===== src/art_pkg.sv =====
package art_pkg;

  // ****************************************************************
  // Register addresses
  // ****************************************************************
  localparam int ADDR_W = 8;
  localparam int DATA_W = 8;
  localparam int NUM_PWM = 4;
  localparam int NUM_CAP = 2;

  localparam logic [7:0] ADDR_DUTY_CH3      = 8'h73;
  localparam logic [7:0] ADDR_DUTY_CH2      = 8'h74;
  localparam logic [7:0] ADDR_DUTY_CH1      = 8'h75;
  localparam logic [7:0] ADDR_DUTY_CH0      = 8'h76;
  localparam logic [7:0] ADDR_PWM_CTRL      = 8'h77;
  localparam logic [7:0] ADDR_TIMER_CSR     = 8'h78;
  localparam logic [7:0] ADDR_COUNTER       = 8'h79;
  localparam logic [7:0] ADDR_RELOAD        = 8'h7a;
  localparam logic [7:0] ADDR_CAPTURE_CSR   = 8'h7b;
  localparam logic [7:0] ADDR_CAPTURE_CH1   = 8'h7c;
  localparam logic [7:0] ADDR_CAPTURE_CH2   = 8'h7d;

  // ****************************************************************
  // Field positions
  // ****************************************************************
  localparam int PWM_OE_LSB     = 4;
  localparam int PWM_POL_LSB    = 0;
  localparam int CSR_EXT_CLK    = 7;
  localparam int CSR_PRESC_LSB  = 4;
  localparam int CSR_RUN        = 3;
  localparam int CSR_FORCE      = 2;
  localparam int CSR_OVF_IE     = 1;
  localparam int CSR_OVF        = 0;
  localparam int CAP_EDGE_LSB   = 4;
  localparam int CAP_IE_LSB     = 2;
  localparam int CAP_FLAG_LSB   = 0;

  // ****************************************************************
  // Reset values and counts
  // ****************************************************************
  localparam logic [7:0] REG_RESET     = 8'h00;
  localparam logic [7:0] COUNT_TOP     = 8'hff;
  localparam int         PRESC_W       = 7;
  localparam logic [7:0] RD_UNMAPPED   = 8'h00;

endpackage


===== src/art_pwm_timer.sv =====
// Local design decision: the strobed register port.
`timescale 1ns/100ps
module art_pwm_timer (
  // Clock and reset
  input  wire logic       CLK,
  input  wire logic       NRST,
  // Register port
  input  wire logic [7:0] ADDR,
  input  wire logic [7:0] WDATA,
  input  wire logic       WR,
  input  wire logic       RD,
  output logic      [7:0] RDATA,
  // External prescaler input, one-cycle tick
  input  wire logic       EXT_TICK,
  // Pins
  output logic      [3:0] PWM_OUT,
  output logic      [3:0] PWM_OUT_EN_N,
  input  wire logic [1:0] CAP_IN,
  // Interrupt requests
  output logic            OVF_IRQ,
  output logic      [1:0] CAP_IRQ
);

  // ****************************************************************
  // Registers
  // ****************************************************************
  logic [7:0] duty_r [art_pkg::NUM_PWM];
  logic [7:0] compare_r [art_pkg::NUM_PWM];
  logic [7:0] pwm_output_control_r;
  logic [7:0] timer_control_status_r;
  logic [7:0] counter_r;
  logic [7:0] reload_value_r;
  logic [3:0] cap_ctrl_r;
  logic [1:0] cap_flag;
  logic [7:0] cap_value [art_pkg::NUM_CAP];
  logic [1:0] cap_read;
  logic [3:0] level_r;
  logic [7:0] rdata_r;
  logic [7:0] rdata_nxt;

  logic       wr_csr;
  logic       rd_csr;
  logic       force_reload;
  logic       run;
  logic       tick_src;
  logic       cnt_tick;
  logic       overflow;
  logic [3:0] polarity;

  assign wr_csr = WR && (ADDR == art_pkg::ADDR_TIMER_CSR);
  assign rd_csr = RD && (ADDR == art_pkg::ADDR_TIMER_CSR);
  assign force_reload = wr_csr && WDATA[art_pkg::CSR_FORCE];
  assign run = timer_control_status_r[art_pkg::CSR_RUN];
  assign tick_src = timer_control_status_r[art_pkg::CSR_EXT_CLK] ?
                    EXT_TICK : 1'b1;
  assign polarity = pwm_output_control_r[art_pkg::PWM_POL_LSB +: 4];

  // ****************************************************************
  // Prescaler
  // ****************************************************************
  art_prescaler #(
    .WIDTH (art_pkg::PRESC_W)
  ) u_presc (
    .CLK      (CLK),
    .NRST     (NRST),
    .run      (run),
    .clear    (force_reload),
    .tick_in  (tick_src),
    .ratio    (timer_control_status_r[art_pkg::CSR_PRESC_LSB +: 3]),
    .tick_out (cnt_tick)
  );

  assign overflow = cnt_tick && (counter_r == art_pkg::COUNT_TOP);

  // ****************************************************************
  // Write side of plain registers
  // ****************************************************************
  always_ff @(posedge CLK) begin
    if (!NRST) begin
      for (int i = 0; i < art_pkg::NUM_PWM; i++) begin
        duty_r[i] <= art_pkg::REG_RESET;
      end
      pwm_output_control_r <= art_pkg::REG_RESET;
      reload_value_r       <= art_pkg::REG_RESET;
      cap_ctrl_r           <= 4'h0;
    end else if (WR) begin
      unique case (ADDR)
        art_pkg::ADDR_DUTY_CH3:    duty_r[3] <= WDATA;
        art_pkg::ADDR_DUTY_CH2:    duty_r[2] <= WDATA;
        art_pkg::ADDR_DUTY_CH1:    duty_r[1] <= WDATA;
        art_pkg::ADDR_DUTY_CH0:    duty_r[0] <= WDATA;
        art_pkg::ADDR_PWM_CTRL:    pwm_output_control_r <= WDATA;
        art_pkg::ADDR_RELOAD:      reload_value_r <= WDATA;
        // Only edge and enable bits are stored; flags are hardware's.
        art_pkg::ADDR_CAPTURE_CSR: cap_ctrl_r <= WDATA[5:2];
        default: ;
      endcase
    end
  end

  // ****************************************************************
  // Timer control and status
  // ****************************************************************
  always_ff @(posedge CLK) begin
    if (!NRST) begin
      timer_control_status_r <= art_pkg::REG_RESET;
    end else begin
      if (wr_csr) begin
        // Force bit is write-only, overflow flag is hardware-owned.
        timer_control_status_r[7:3] <= WDATA[7:3];
        timer_control_status_r[art_pkg::CSR_OVF_IE] <=
          WDATA[art_pkg::CSR_OVF_IE];
      end
      if (overflow) begin
        timer_control_status_r[art_pkg::CSR_OVF] <= 1'b1;
      end else if (rd_csr) begin
        timer_control_status_r[art_pkg::CSR_OVF] <= 1'b0;
      end
    end
  end

  // ****************************************************************
  // Counter
  // ****************************************************************
  always_ff @(posedge CLK) begin
    if (!NRST) begin
      counter_r <= art_pkg::REG_RESET;
    end else if (force_reload) begin
      counter_r <= reload_value_r;
    end else if (WR && (ADDR == art_pkg::ADDR_COUNTER)) begin
      counter_r <= WDATA;
    end else if (overflow) begin
      counter_r <= reload_value_r;
    end else if (cnt_tick) begin
      counter_r <= counter_r + 8'h01;
    end
  end

  // ****************************************************************
  // PWM channels
  // ****************************************************************
  // Duty values move into the compare stage only at overflow, so a
  // period never sees a half-updated edge.
  always_ff @(posedge CLK) begin
    if (!NRST) begin
      for (int i = 0; i < art_pkg::NUM_PWM; i++) begin
        compare_r[i] <= art_pkg::REG_RESET;
      end
    end else if (overflow) begin
      for (int i = 0; i < art_pkg::NUM_PWM; i++) begin
        compare_r[i] <= duty_r[i];
      end
    end
  end

  always_ff @(posedge CLK) begin
    if (!NRST) begin
      level_r <= 4'h0;
    end else begin
      for (int i = 0; i < art_pkg::NUM_PWM; i++) begin
        level_r[i] <= (counter_r <= compare_r[i]);
      end
    end
  end

  // Polarity is applied after the flop so a change shows at once.
  assign PWM_OUT = level_r ^ polarity;
  assign PWM_OUT_EN_N =
    ~pwm_output_control_r[art_pkg::PWM_OE_LSB +: 4];

  // ****************************************************************
  // Capture channels
  // ****************************************************************
  assign cap_read[0] = RD && (ADDR == art_pkg::ADDR_CAPTURE_CH1);
  assign cap_read[1] = RD && (ADDR == art_pkg::ADDR_CAPTURE_CH2);

  for (genvar c = 0; c < art_pkg::NUM_CAP; c++) begin : g_cap
    art_capture_chan u_cap (
      .CLK        (CLK),
      .NRST       (NRST),
      .pin        (CAP_IN[c]),
      .rising_sel (cap_ctrl_r[2 + c]),
      .irq_en     (cap_ctrl_r[c]),
      .data_read  (cap_read[c]),
      .count      (counter_r),
      .flag_r     (cap_flag[c]),
      .value_r    (cap_value[c]),
      .irq        (CAP_IRQ[c])
    );
  end

  assign OVF_IRQ = timer_control_status_r[art_pkg::CSR_OVF] &&
                   timer_control_status_r[art_pkg::CSR_OVF_IE];

  // ****************************************************************
  // Read side
  // ****************************************************************
  always_comb begin
    rdata_nxt = art_pkg::RD_UNMAPPED;
    unique case (ADDR)
      art_pkg::ADDR_DUTY_CH3:    rdata_nxt = duty_r[3];
      art_pkg::ADDR_DUTY_CH2:    rdata_nxt = duty_r[2];
      art_pkg::ADDR_DUTY_CH1:    rdata_nxt = duty_r[1];
      art_pkg::ADDR_DUTY_CH0:    rdata_nxt = duty_r[0];
      art_pkg::ADDR_PWM_CTRL:    rdata_nxt = pwm_output_control_r;
      art_pkg::ADDR_TIMER_CSR:   rdata_nxt = timer_control_status_r;
      art_pkg::ADDR_COUNTER:     rdata_nxt = counter_r;
      art_pkg::ADDR_RELOAD:      rdata_nxt = reload_value_r;
      art_pkg::ADDR_CAPTURE_CSR: rdata_nxt = {2'b00, cap_ctrl_r,
                                              cap_flag};
      art_pkg::ADDR_CAPTURE_CH1: rdata_nxt = cap_value[0];
      art_pkg::ADDR_CAPTURE_CH2: rdata_nxt = cap_value[1];
      default: ;
    endcase
  end

  always_ff @(posedge CLK) begin
    if (!NRST) begin
      rdata_r <= art_pkg::REG_RESET;
    end else if (RD) begin
      rdata_r <= rdata_nxt;
    end else begin
      rdata_r <= art_pkg::REG_RESET;
    end
  end

  assign RDATA = rdata_r;

endmodule // art_pwm_timer


===== src/art_prescaler.sv =====
`timescale 1ns/100ps
module art_prescaler #(
  parameter int WIDTH = 7
) (
  // Clock and reset
  input  wire logic             CLK,
  input  wire logic             NRST,
  // Control
  input  wire logic             run,
  input  wire logic             clear,
  input  wire logic             tick_in,
  input  wire logic [2:0]       ratio,
  // Output
  output logic                  tick_out
);

  logic [WIDTH-1:0] cnt_r;
  logic [WIDTH-1:0] mask;

  // Ratio n divides by 2**n; a tick fires when the low n bits wrap.
  assign mask = WIDTH'((1 << ratio) - 1);
  assign tick_out = run && tick_in && ((cnt_r & mask) == mask);

  always_ff @(posedge CLK) begin
    if (!NRST || clear) begin
      cnt_r <= '0;
    end else if (run && tick_in) begin
      cnt_r <= cnt_r + WIDTH'(1);
    end
  end

endmodule // art_prescaler


===== src/art_capture_chan.sv =====
`timescale 1ns/100ps
module art_capture_chan (
  // Clock and reset
  input  wire logic       CLK,
  input  wire logic       NRST,
  // Control
  input  wire logic       pin,
  input  wire logic       rising_sel,
  input  wire logic       irq_en,
  input  wire logic       data_read,
  input  wire logic [7:0] count,
  // Status
  output logic            flag_r,
  output logic [7:0]      value_r,
  output logic            irq
);

  logic pin_r;
  logic edge_hit;

  always_ff @(posedge CLK) begin
    if (!NRST) begin
      pin_r <= 1'b0;
    end else begin
      pin_r <= pin;
    end
  end

  assign edge_hit = rising_sel ? (pin && !pin_r)
                               : (!pin && pin_r);

  // An edge in the read cycle is taken: the set wins over the clear.
  always_ff @(posedge CLK) begin
    if (!NRST) begin
      flag_r  <= 1'b0;
      value_r <= art_pkg::REG_RESET;
    end else if (edge_hit && (!flag_r || data_read)) begin
      flag_r  <= 1'b1;
      value_r <= count;
    end else if (data_read) begin
      flag_r  <= 1'b0;
    end
  end

  assign irq = flag_r && irq_en;

endmodule // art_capture_chan


===== config.mk =====
export PLATFORM = sky130hd
export DESIGN_NAME = art_pwm_timer
export DESIGN_NICKNAME = d
export VERILOG_FILES = /design/src/art_pkg.sv /design/src/art_pwm_timer.sv /design/src/art_prescaler.sv /design/src/art_capture_chan.sv
export SDC_FILE = /design/constraint.sdc
export NUM_CORES = 1
export LEC_CHECK = 0
export ABC_AREA = 1
export BUFFER_PORTS_ARGS = -buffer_cell sky130_fd_sc_hd__buf_2
export CORE_MARGIN = 1
export CORE_UTILIZATION = 30
export CTS_CLUSTER_SIZE = 20
export DETAILED_ROUTE_END_ITERATION = 10
export MAX_ROUTING_LAYER = met4
export PLACE_DENSITY = 0.47
export SKIP_LAST_GASP = 1
export SYNTH_ARGS = -nofsm -noshare
export SYNTH_HDL_FRONTEND = slang
export SYNTH_HIERARCHICAL = 1
export SYNTH_SLANG_ARGS = --single-unit

===== constraint.sdc =====
create_clock -name CLK -period 2.4 [get_ports CLK]
set_input_delay 0.12 -clock CLK [delete_from_list [all_inputs] [get_ports CLK]]
set_output_delay 0.12 -clock CLK [all_outputs]
set_load 0.005 [all_outputs]

Yosys cells after proc, flatten, opt, wreduce, memory -nomap -nowiden
Memory sizes are Yosys's and may differ from the RTL's.
Index checks and enable logic that the tools add are counted.
{"block": "word_totals", "ff_bits": 74, "out_inout_bits": 19, "ramBits": 64, "memories": 2, "elab_cells": 127, "in_bits": 23}
{"block": "classes", "addsub": 3, "order_cmp": 4, "n_shift": 1, "n_eq_ne": 13, "n_reduce_logical": 36, "bitwise": 11, "n_mux": 42}
{"memory": "compare_r", "depth": 4, "width": 8, "rd": 4, "rd_ports_with_merged_regs": 0, "wr": 4, "line": "art_pwm_timer.sv:28", "text": "logic [7:0] compare_r [art_pkg::NUM_PWM];"}
{"memory": "duty_r", "depth": 4, "width": 8, "rd": 4, "rd_ports_with_merged_regs": 0, "wr": 4, "line": "art_pwm_timer.sv:27", "text": "logic [7:0] duty_r [art_pkg::NUM_PWM];"}
{"operator": "2-to-1 mux 8 bit", "n": 12}
{"operator": "equality test 8 x 7 -> 1 bit, second input constant", "n": 11}
{"operator": "one-hot mux 8 bit (11 select lines)", "n": 1}
{"operator": "<= comparator 8 bit", "n": 4}
{"operator": "2-to-1 mux 1 bit", "n": 29}
{"operator": "logical AND 1 bit", "n": 18}
{"operator": "adder 8 x 1 -> 8 bit, second input constant", "n": 1}
{"operator": "equality test 8 bit, second input constant", "n": 1}
{"operator": "bitwise OR 1 bit", "n": 8}
{"operator": "AND reduction 2 bit", "n": 4}
{"operator": "adder 7 x 1 -> 7 bit, second input constant", "n": 1}
{"operator": "AND 7 bit", "n": 1}
{"operator": "equality test 7 bit", "n": 1}
{"operator": "logical NOT 1 bit", "n": 7}
{"operator": "<< shifter 1 x 3 -> 7 bit, first input constant", "n": 1}
{"operator": "subtractor 7 x 2 -> 7 bit, second input constant", "n": 1}
{"operator": "nonzero test 2 bit", "n": 3}
{"operator": "NOT 4 bit", "n": 1}
{"operator": "nonzero test 4 bit", "n": 1}
{"operator": "XOR 4 bit", "n": 1}
{"operator": "logical OR 1 bit", "n": 3}

Depth between registers and ports, before layout
Gate-level depths: netlist of run 1.
{"block": "logic_depth", "ltp_word": 10, "ltp_mapped": 15, "depth_no_buf": 15}

By module
The synthesis of run 1 kept the hierarchy.
{"mod": "art_pwm_timer", "area_per_inst_um2": 6194.7, "cells_each": 773, "n_inst": 1, "seq_area_each_um2": 2862.7}
{"mod": "art_capture_chan", "area_per_inst_um2": 496.7, "cells_each": 68, "n_inst": 2, "seq_area_each_um2": 200.2}
{"mod": "art_prescaler", "area_per_inst_um2": 436.7, "cells_each": 68, "n_inst": 1, "seq_area_each_um2": 140.1}

Worst setup path after synthesis of run 1
OpenSTA, ideal clock, no wires.
{"block": "synth_path", "path_type": "flip-flop to flip-flop", "from": "register timer_control_status_r[7]", "to": "memory compare_r[0][0] (enable)", "setup_slack_ns": -0.003, "path_stages_with_launch": 11, "synth_period_minus_slack_ns": 2.403, "arrival_time_ns": 2.014, "t_required_ns": 2.011, "setup_ns": 0.389, "n_path_buf": 0, "cell_sequence": "dfxtp_1 inv_1 or2_2 nand2_4 a21oi_1 nand2_1 a21oi_1 nand2_1 nor2_2 nand2_2 nand2_1"}
{"element": "start, declared", "line": "art_pwm_timer.sv:30", "text": "logic [7:0] timer_control_status_r;"}
{"element": "start signal, assigned", "line": "art_pwm_timer.sv:106", "text": "timer_control_status_r <= art_pkg::REG_RESET;"}
{"element": "start signal, assigned", "line": "art_pwm_timer.sv:110", "text": "timer_control_status_r[7:3] <= WDATA[7:3];"}
{"element": "start signal, assigned by index", "line": "art_pwm_timer.sv:111", "text": "timer_control_status_r[art_pkg::CSR_OVF_IE] <="}
{"element": "end, declared", "line": "art_pwm_timer.sv:28"}

==> flow_summary.json, run 1 <==
{
  "status": "finished clean",
  "async_flop_share_pct": 0,
  "max_stage_delay_ns": 0.30,
  "path_class": "flop to flop",
  "synth_common_cells": "inv_1, nor2_1, nand2_1",
  "yosys_warnings": 6,
  "switching_share_pct": 23.2,
  "dp_hpwl_um": 17200,
  "cp_cell_sequence": "inv_1 -> or2_2 -> nand2_4 -> a21oi_1 -> nand2_1 -> a21oi_1 -> nand2_1 -> nor2_2 -> nand2_2 -> nand2_2 -> buf_12",
  "peakVddDrop_mv": 0.443,
  "worst_ep_arrival_time_ns": 2.22,
  "endpoint_kind": "flop",
  "ff_latch_area_mm2": 0.00340,
  "synth_top_area_share_pct": 25.2,
  "routedWlPerCell_um": 17.0,
  "first_pass_iters": 5,
  "antenna_found_initial": 0,
  "io_buffer_count": 41,
  "slew_headroom_pct": 61.7,
  "design_area_mm2": 0.00890,
  "area_growth_pct": 16.7,
  "n_antenna_cell": 0,
  "layout-drive-gt1-share_pct": 14.3,
  "yosysTopAreaCell": "edfxtp_1",
  "grt_max_degree": 37,
  "vias": 6428,
  "gp_congestion": 0.873,
  "fin_setup_tns_ns": 0,
  "clk_pin_slew_ns": 0.06,
  "multi_input_area_mm2": 0.00332,
  "viasPerCell": 4.69,
  "maxSlewViolCount": 0,
  "cts_tree": "built",
  "final_nets": 1091,
  "worstMarginPinSlew_ns": 0.571,
  "core_area_mm2": 0.0246,
  "total_power_mw": 5.72,
  "p_int_mw": 4.40,
  "rsz0062_at_grt": "no",
  "hold_viol_final": 0,
  "timing.final.crit_share_pct": 87.1,
  "ys_types": 33,
  "antenna_left": 0,
  "clkPwrFrac_pct": 49.5,
  "cts_buffers": 17,
  "avgSynthCellArea_um2": 7.80,
  "die_area_mm2": 0.0261,
  "cts_resized": 0,
  "io_pins": 42,
  "fillers": 2598,
  "synthCells": 977,
  "initial_core_util_pct": 31.0,
  "cts_root_buffer": "clkbuf_16",
  "yosys-top-cells-area": "edfxtp_1, dfxtp_1, inv_1",
  "crit_buf_inv": 2,
  "die_h_um": 161,
  "htree_levels": 4,
  "clock_latency_ns": 0.43,
  "cp_slowest_cell": "dfxtp_1",
  "worstPathRequired_ns": 2.53,
  "post_cts_buffers": 0,
  "critPathMaxFanout": 32,
  "max_freq_mhz": 478,
  "cp_top_family": "simple AND/OR/NAND/NOR gates",
  "grt_pass1_vias": 6219,
  "cap_viol_max_count": 0,
  "r2r-start": "timer_control_status_r[7]",
  "setup_viol": 0,
  "synth-edff-count": 64,
  "wl_um": 23300,
  "crit_path_start_kind": "flop",
  "syn_nets": 1034,
  "synth.cell_area_mm2": 0.00762,
  "pwr-share-comb_pct": 5.8,
  "holdCritStartpoint": "RD",
  "dieWidth_um": 161,
  "cellPowerDensity_mw_per_mm2": 643,
  "leakagePower_nw": 3.96,
  "clock-sinks": 138,
  "initialDrtViolationCount": 522,
  "period_needed_ns": 2.09,
  "power_frac_seq_pct": 44.7,
  "rows": 57,
  "holdCritPathClass": "primary input to flop",
  "dpl_cell_area_mm2": 0.00822,
  "ys.flop_type": "dfxtp_1",
  "gr-usage-all-layers_pct": 19.3,
  "synth-seq-area-share_pct": 44.6,
  "p_sw_mw": 1.33,
  "synth_most_common_cell": "inv_1",
  "drc": 0,
  "grt-ovfl-total": 0,
  "grt_pass1_wl_um": 36300,
  "cts.path.max_buffers": 2,
  "finClkSkew_ns": 0.0111,
  "startpoint": "timer_control_status_r[7]",
  "ys_ff_latch": 138
}
## cell usage in the layout, fill, tap and decap left out, types with 2 or more instances in the layout
master	n
nand2_2	9
buf_12	2
nand4_1	16
inv_1	179
clkbuf_8	5
o21a_1	2
nand3_1	78
xnor2_1	2
nor2_2	8
clkinv_2	2
xor2_1	4
inv_2	7
dlygate4sd3_1	2
buf_2	41
clkbuf_16	22
o211ai_1	4
a21oi_1	79
dfxtp_1	74
ha_1	34
nand3_2	13
nand4_2	5
nor2_1	144
o22ai_1	13
buf_4	19
nand2_1	140
o21ai_0	59
edfxtp_1	64
clkinv_4	3
nor2_4	7
nand2_4	5
## metrics by stage
stage | instances | hold slack [ns] | setup slack (ns) | util (%)
2_1_floorplan | 977 | 0.213 | 0.293 | -
3_3_place_gp | 1337 | 0.345 | 0.372 | 33.4
3_5_place_dp | 1337 | 0.351 | 0.338 | 33.4
4_1_cts | 1371 | 0.0175 | 0.317 | 36.2
5_1_grt | 1371 | 0.0486 | 0.0586 | 36.2
6_report | 1371 | 0.0275 | 0.309 | 36.2
## sequential cells by signal, summed over array words and instances, names as in the netlist
register,flops
RDATA,8
cap_ctrl_r,4
compare_r,32
counter_r,8
duty_r,32
g_cap.u_cap/flag_r,2
g_cap.u_cap/pin_r,2
g_cap.u_cap/value_r,16
level_r,4
pwm_output_control_r,8
reload_value_r,8
timer_control_status_r,7
u_presc/cnt_r,7
## final timing paths
kind                                                  end  slack [ns]  cells past startpoint
worst max-delay path                      compare_r[1][7]        0.31                     11
worst min-delay path            timer_control_status_r[0]        0.03                      4
worst max register to register            compare_r[1][7]        0.31                     11
worst min register to register  g_cap[1].u_cap/value_r[4]        0.48                      2
## power by group through the flow
stage	logic [mW]	clock network (mW)	registers [mW]
5_1_grt	0.375	2.97	2.56
3_3_place_gp	0.330	0	2.61
6_report	0.333	2.83	2.56
2_1_floorplan	0.212	0	2.60
4_1_cts	0.335	2.88	2.56
3_5_place_dp	0.331	0	2.61
## worst register-to-register path: cells and delay by family (launching register included)
kind	cells	cell delay, ns
compound gates	2	0.34
flops	1	0.30
buf+inv	2	0.30
simple gates	7	0.83
## metal layers
metal / GRT usage [%] / vias up / share of wire [%]
li1: - / 3267 / -
met1: 25.6 / 2963 / 48
met2: 29.5 / 160 / 45
met3: 3.52 / 38 / 4.7
met4: 6.69 / 0 / 2.2
met5: - / - / 0
## kinds of logic (layout without fill, tap and decap cells)
group / count (synthesis) / count (layout) / share of synthesized area [%]
and+or+nand+nor: 428 / 428 / 26.5
buffers and inverters: 213 / 283 / 11.8
AOI/OAI and AO/OA: 158 / 158 / 10.8
DFF: 138 / 138 / 44.6
adders and majority gates: 34 / 34 / 5.58
xor gates and xnor gates: 6 / 6 / 0.689
## repair_timing
item,CTS,global route
endpoints found under the hold margin,2,0
endpoints found under the setup margin,0,0
hold buffers,2,0
## area by class of cell
cell class	instances	area share [%]
Multi-Input combinational cell	626	37.4
Inverter	187	7.89
Timing Repair Buffer	64	4.58
Clock inverter	5	0.408
Tap cell	324	4.56
Sequential cell	138	38.3
Clock buffer	27	6.96
(Power assumes the default switching activity.)
==> inputs of run 2 (changes only) <==
--- a/config.mk
+++ b/config.mk
@@ -14,4 +14,5 @@
 export MAX_ROUTING_LAYER = met4
 export PLACE_DENSITY = 0.47
+export RECOVER_POWER = 25
 export SKIP_LAST_GASP = 1
 export SYNTH_ARGS = -nofsm -noshare
==> constraint.sdc (replaced) <==
create_clock -name CLK -period 2.4 [get_ports CLK]
set_input_delay 0.36 -clock CLK [delete_from_list [all_inputs] [get_ports CLK]]
set_output_delay 0.36 -clock CLK [all_outputs]
set_load 0.005 [all_outputs]
==> flow_summary.json, run 2 (synthesized netlist as in run 1, its figures left out) <==
{
  "top_layer_used": "met4",
  "timing.final.crit_share_pct": 88.9,
  "fillers": 2649,
  "cts_hold_buf": 0,
  "grt_pass1_wl_um": 36500,
  "peakVddDrop_mv": 0.444,
  "die_h_um": 161,
  "slew_headroom_pct": 44.0,
  "max_freq_mhz": 469,
  "status": "finished clean",
  "vias": 6403,
  "hold_viol_final": 0,
  "die_area_mm2": 0.0261,
  "cts_root_buffer": "clkbuf_16",
  "setup_viol": 0,
  "routedWlPerCell_um": 17.0,
  "area_growth_pct": 15.5,
  "path_class": "primary input to flop",
  "total_power_mw": 5.72,
  "gp_congestion": 0.912,
  "timing.rr.end": "compare_r[1][0]",
  "viasPerCell": 4.67,
  "dpl_cell_area_mm2": 0.00822,
  "reg.largest.list": "compare_r: 32 flops, duty_r: 32 flops, g_cap.u_cap/value_r: 16 flops",
  "rows": 57,
  "p_int_mw": 4.41,
  "worstPathRequired_ns": 2.67,
  "leakagePower_nw": 3.91,
  "clkPwrFrac_pct": 49.6,
  "ff_latch_area_mm2": 0.00340,
  "antenna_left": 0,
  "reg2reg_slack_ns": 0.28,
  "cellPowerDensity_mw_per_mm2": 650,
  "wl_met3_um": 922,
  "wl_met1_um": 11600,
  "io_pins": 42,
  "timing.hold.ws_ns": 0.146,
  "cp-endpoint": "duty_r[1][4]",
  "initial_core_util_pct": 31.0,
  "worst_ep_arrival_time_ns": 2.40,
  "dp_slack_ns": 0.279,
  "pwr-share-comb_pct": 5.7,
  "layout_common_cells": "inv_1, nor2_1, nand2_1",
  "cts_tree": "built",
  "clk_pin_slew_ns": 0.06,
  "drc": 0,
  "setup_slack_ns": 0.266,
  "clock_latency_ns": 0.43,
  "finClkSkew_ns": 0.0108,
  "final_nets": 1091,
  "utilization_pct": 35.8,
  "clock-sinks": 138,
  "endpoint_kind": "flop",
  "dieWidth_um": 161,
  "first_pass_iters": 5,
  "dp_hpwl_um": 17400,
  "critPathMaxFanout": 10,
  "holdCritPathClass": "primary input to flop",
  "layout-drive-gt1-share_pct": 12.6,
  "startpoint": "ADDR[7]",
  "gr-usage-all-layers_pct": 19.6,
  "core_area_mm2": 0.0246,
  "cts.path.max_buffers": 2,
  "power_frac_seq_pct": 44.7,
  "grt_pass1_vias": 6086,
  "initialDrtViolationCount": 626,
  "wl_um": 23400,
  "cap_viol_max_count": 0,
  "layout_commonest_cell": "inv_1",
  "r2r_cells": 11,
  "design_area_mm2": 0.00881,
  "p_sw_mw": 1.31,
  "switching_share_pct": 23.0,
  "stdcell_count": 1372,
  "rsz0062_at_grt": "no",
  "post_cts_buffers": 0,
  "grt_max_degree": 34,
  "cts_buffers": 17,
  "r2r-start": "timer_control_status_r[7]",
  "antenna_found_initial": 1,
  "wl_met2_um": 10200,
  "htree_levels": 4,
  "maxSlewViolCount": 0,
  "fin_setup_tns_ns": 0,
  "io_buffer_count": 41,
  "period_needed_ns": 2.13,
  "cts_resized": 0,
  "dp_cells": 1339,
  "multi_input_area_mm2": 0.00329,
  "worstMarginPinSlew_ns": 0.837,
  "grt-ovfl-total": 0,
  "crit_path_start_kind": "primary input"
}
run 2: cell types whose count changed in the layout (fill, tap and decap cells not counted), sizes merged, moves of 2 or more:
| cell | before | now |
|---|---|---|
| buf | 62 | 52 |
| clkbuf | 27 | 35 |
| dlygate4sd3 | 2 | 0 |
| bufinv | 0 | 3 |
run 2: worst max-delay path: stages:
cell      delay, ns
clkbuf_1       0.08
inv_1          0.05
nand2_1        0.04
nor2_1         0.41
nand2_2        0.12
nor2_1         0.66
nand3_1        0.44
nor2_1         0.23
run 2: area by class of cell:
cell class	instances	share of cell area, %
antenna	1	0.0284
clock buffer	23	5.70
inverter	187	7.97
tap	324	4.60
sequential	138	38.6
timing repair buffer	64	4.21
clock inverter	9	1.52
multi-input combinational	626	37.3
run 2: worst min-delay path by stage:
stage	startpoint	end	slack (ns)	cells after the start
5_1_grt	CAP_IN[0]	g_cap[0].u_cap/pin_r	0.17	3
3_3_place_gp	g_cap[0].u_cap/value_r[5]	g_cap[0].u_cap/value_r[5]	0.47	2
3_5_place_dp	cap_ctrl_r[1]	cap_ctrl_r[1]	0.47	2
6_report	CAP_IN[0]	g_cap[0].u_cap/pin_r	0.15	3
2_1_floorplan	timer_control_status_r[1]	timer_control_status_r[1]	0.44	2
4_1_cts	CAP_IN[0]	g_cap[0].u_cap/pin_r	0.13	3
run 2: routing by layer:
metal | GRT usage (%) | vias to the layer above
li1 | - | 3278
met2 | 28.2 | 156
met5 | - | -
met4 | 7.50 | 0
met3 | 3.80 | 32
met1 | 26.8 | 2937
run 2: power groups by stage:
stage / Combinational, mW / Clock (mW) / Sequential, mW
floorplan: 0.212 / 0 / 2.60
global placement: 0.332 / 0 / 2.61
detailed placement: 0.329 / 0 / 2.61
CTS: 0.331 / 2.89 / 2.56
global route: 0.371 / 3.00 / 2.56
finish: 0.326 / 2.84 / 2.56
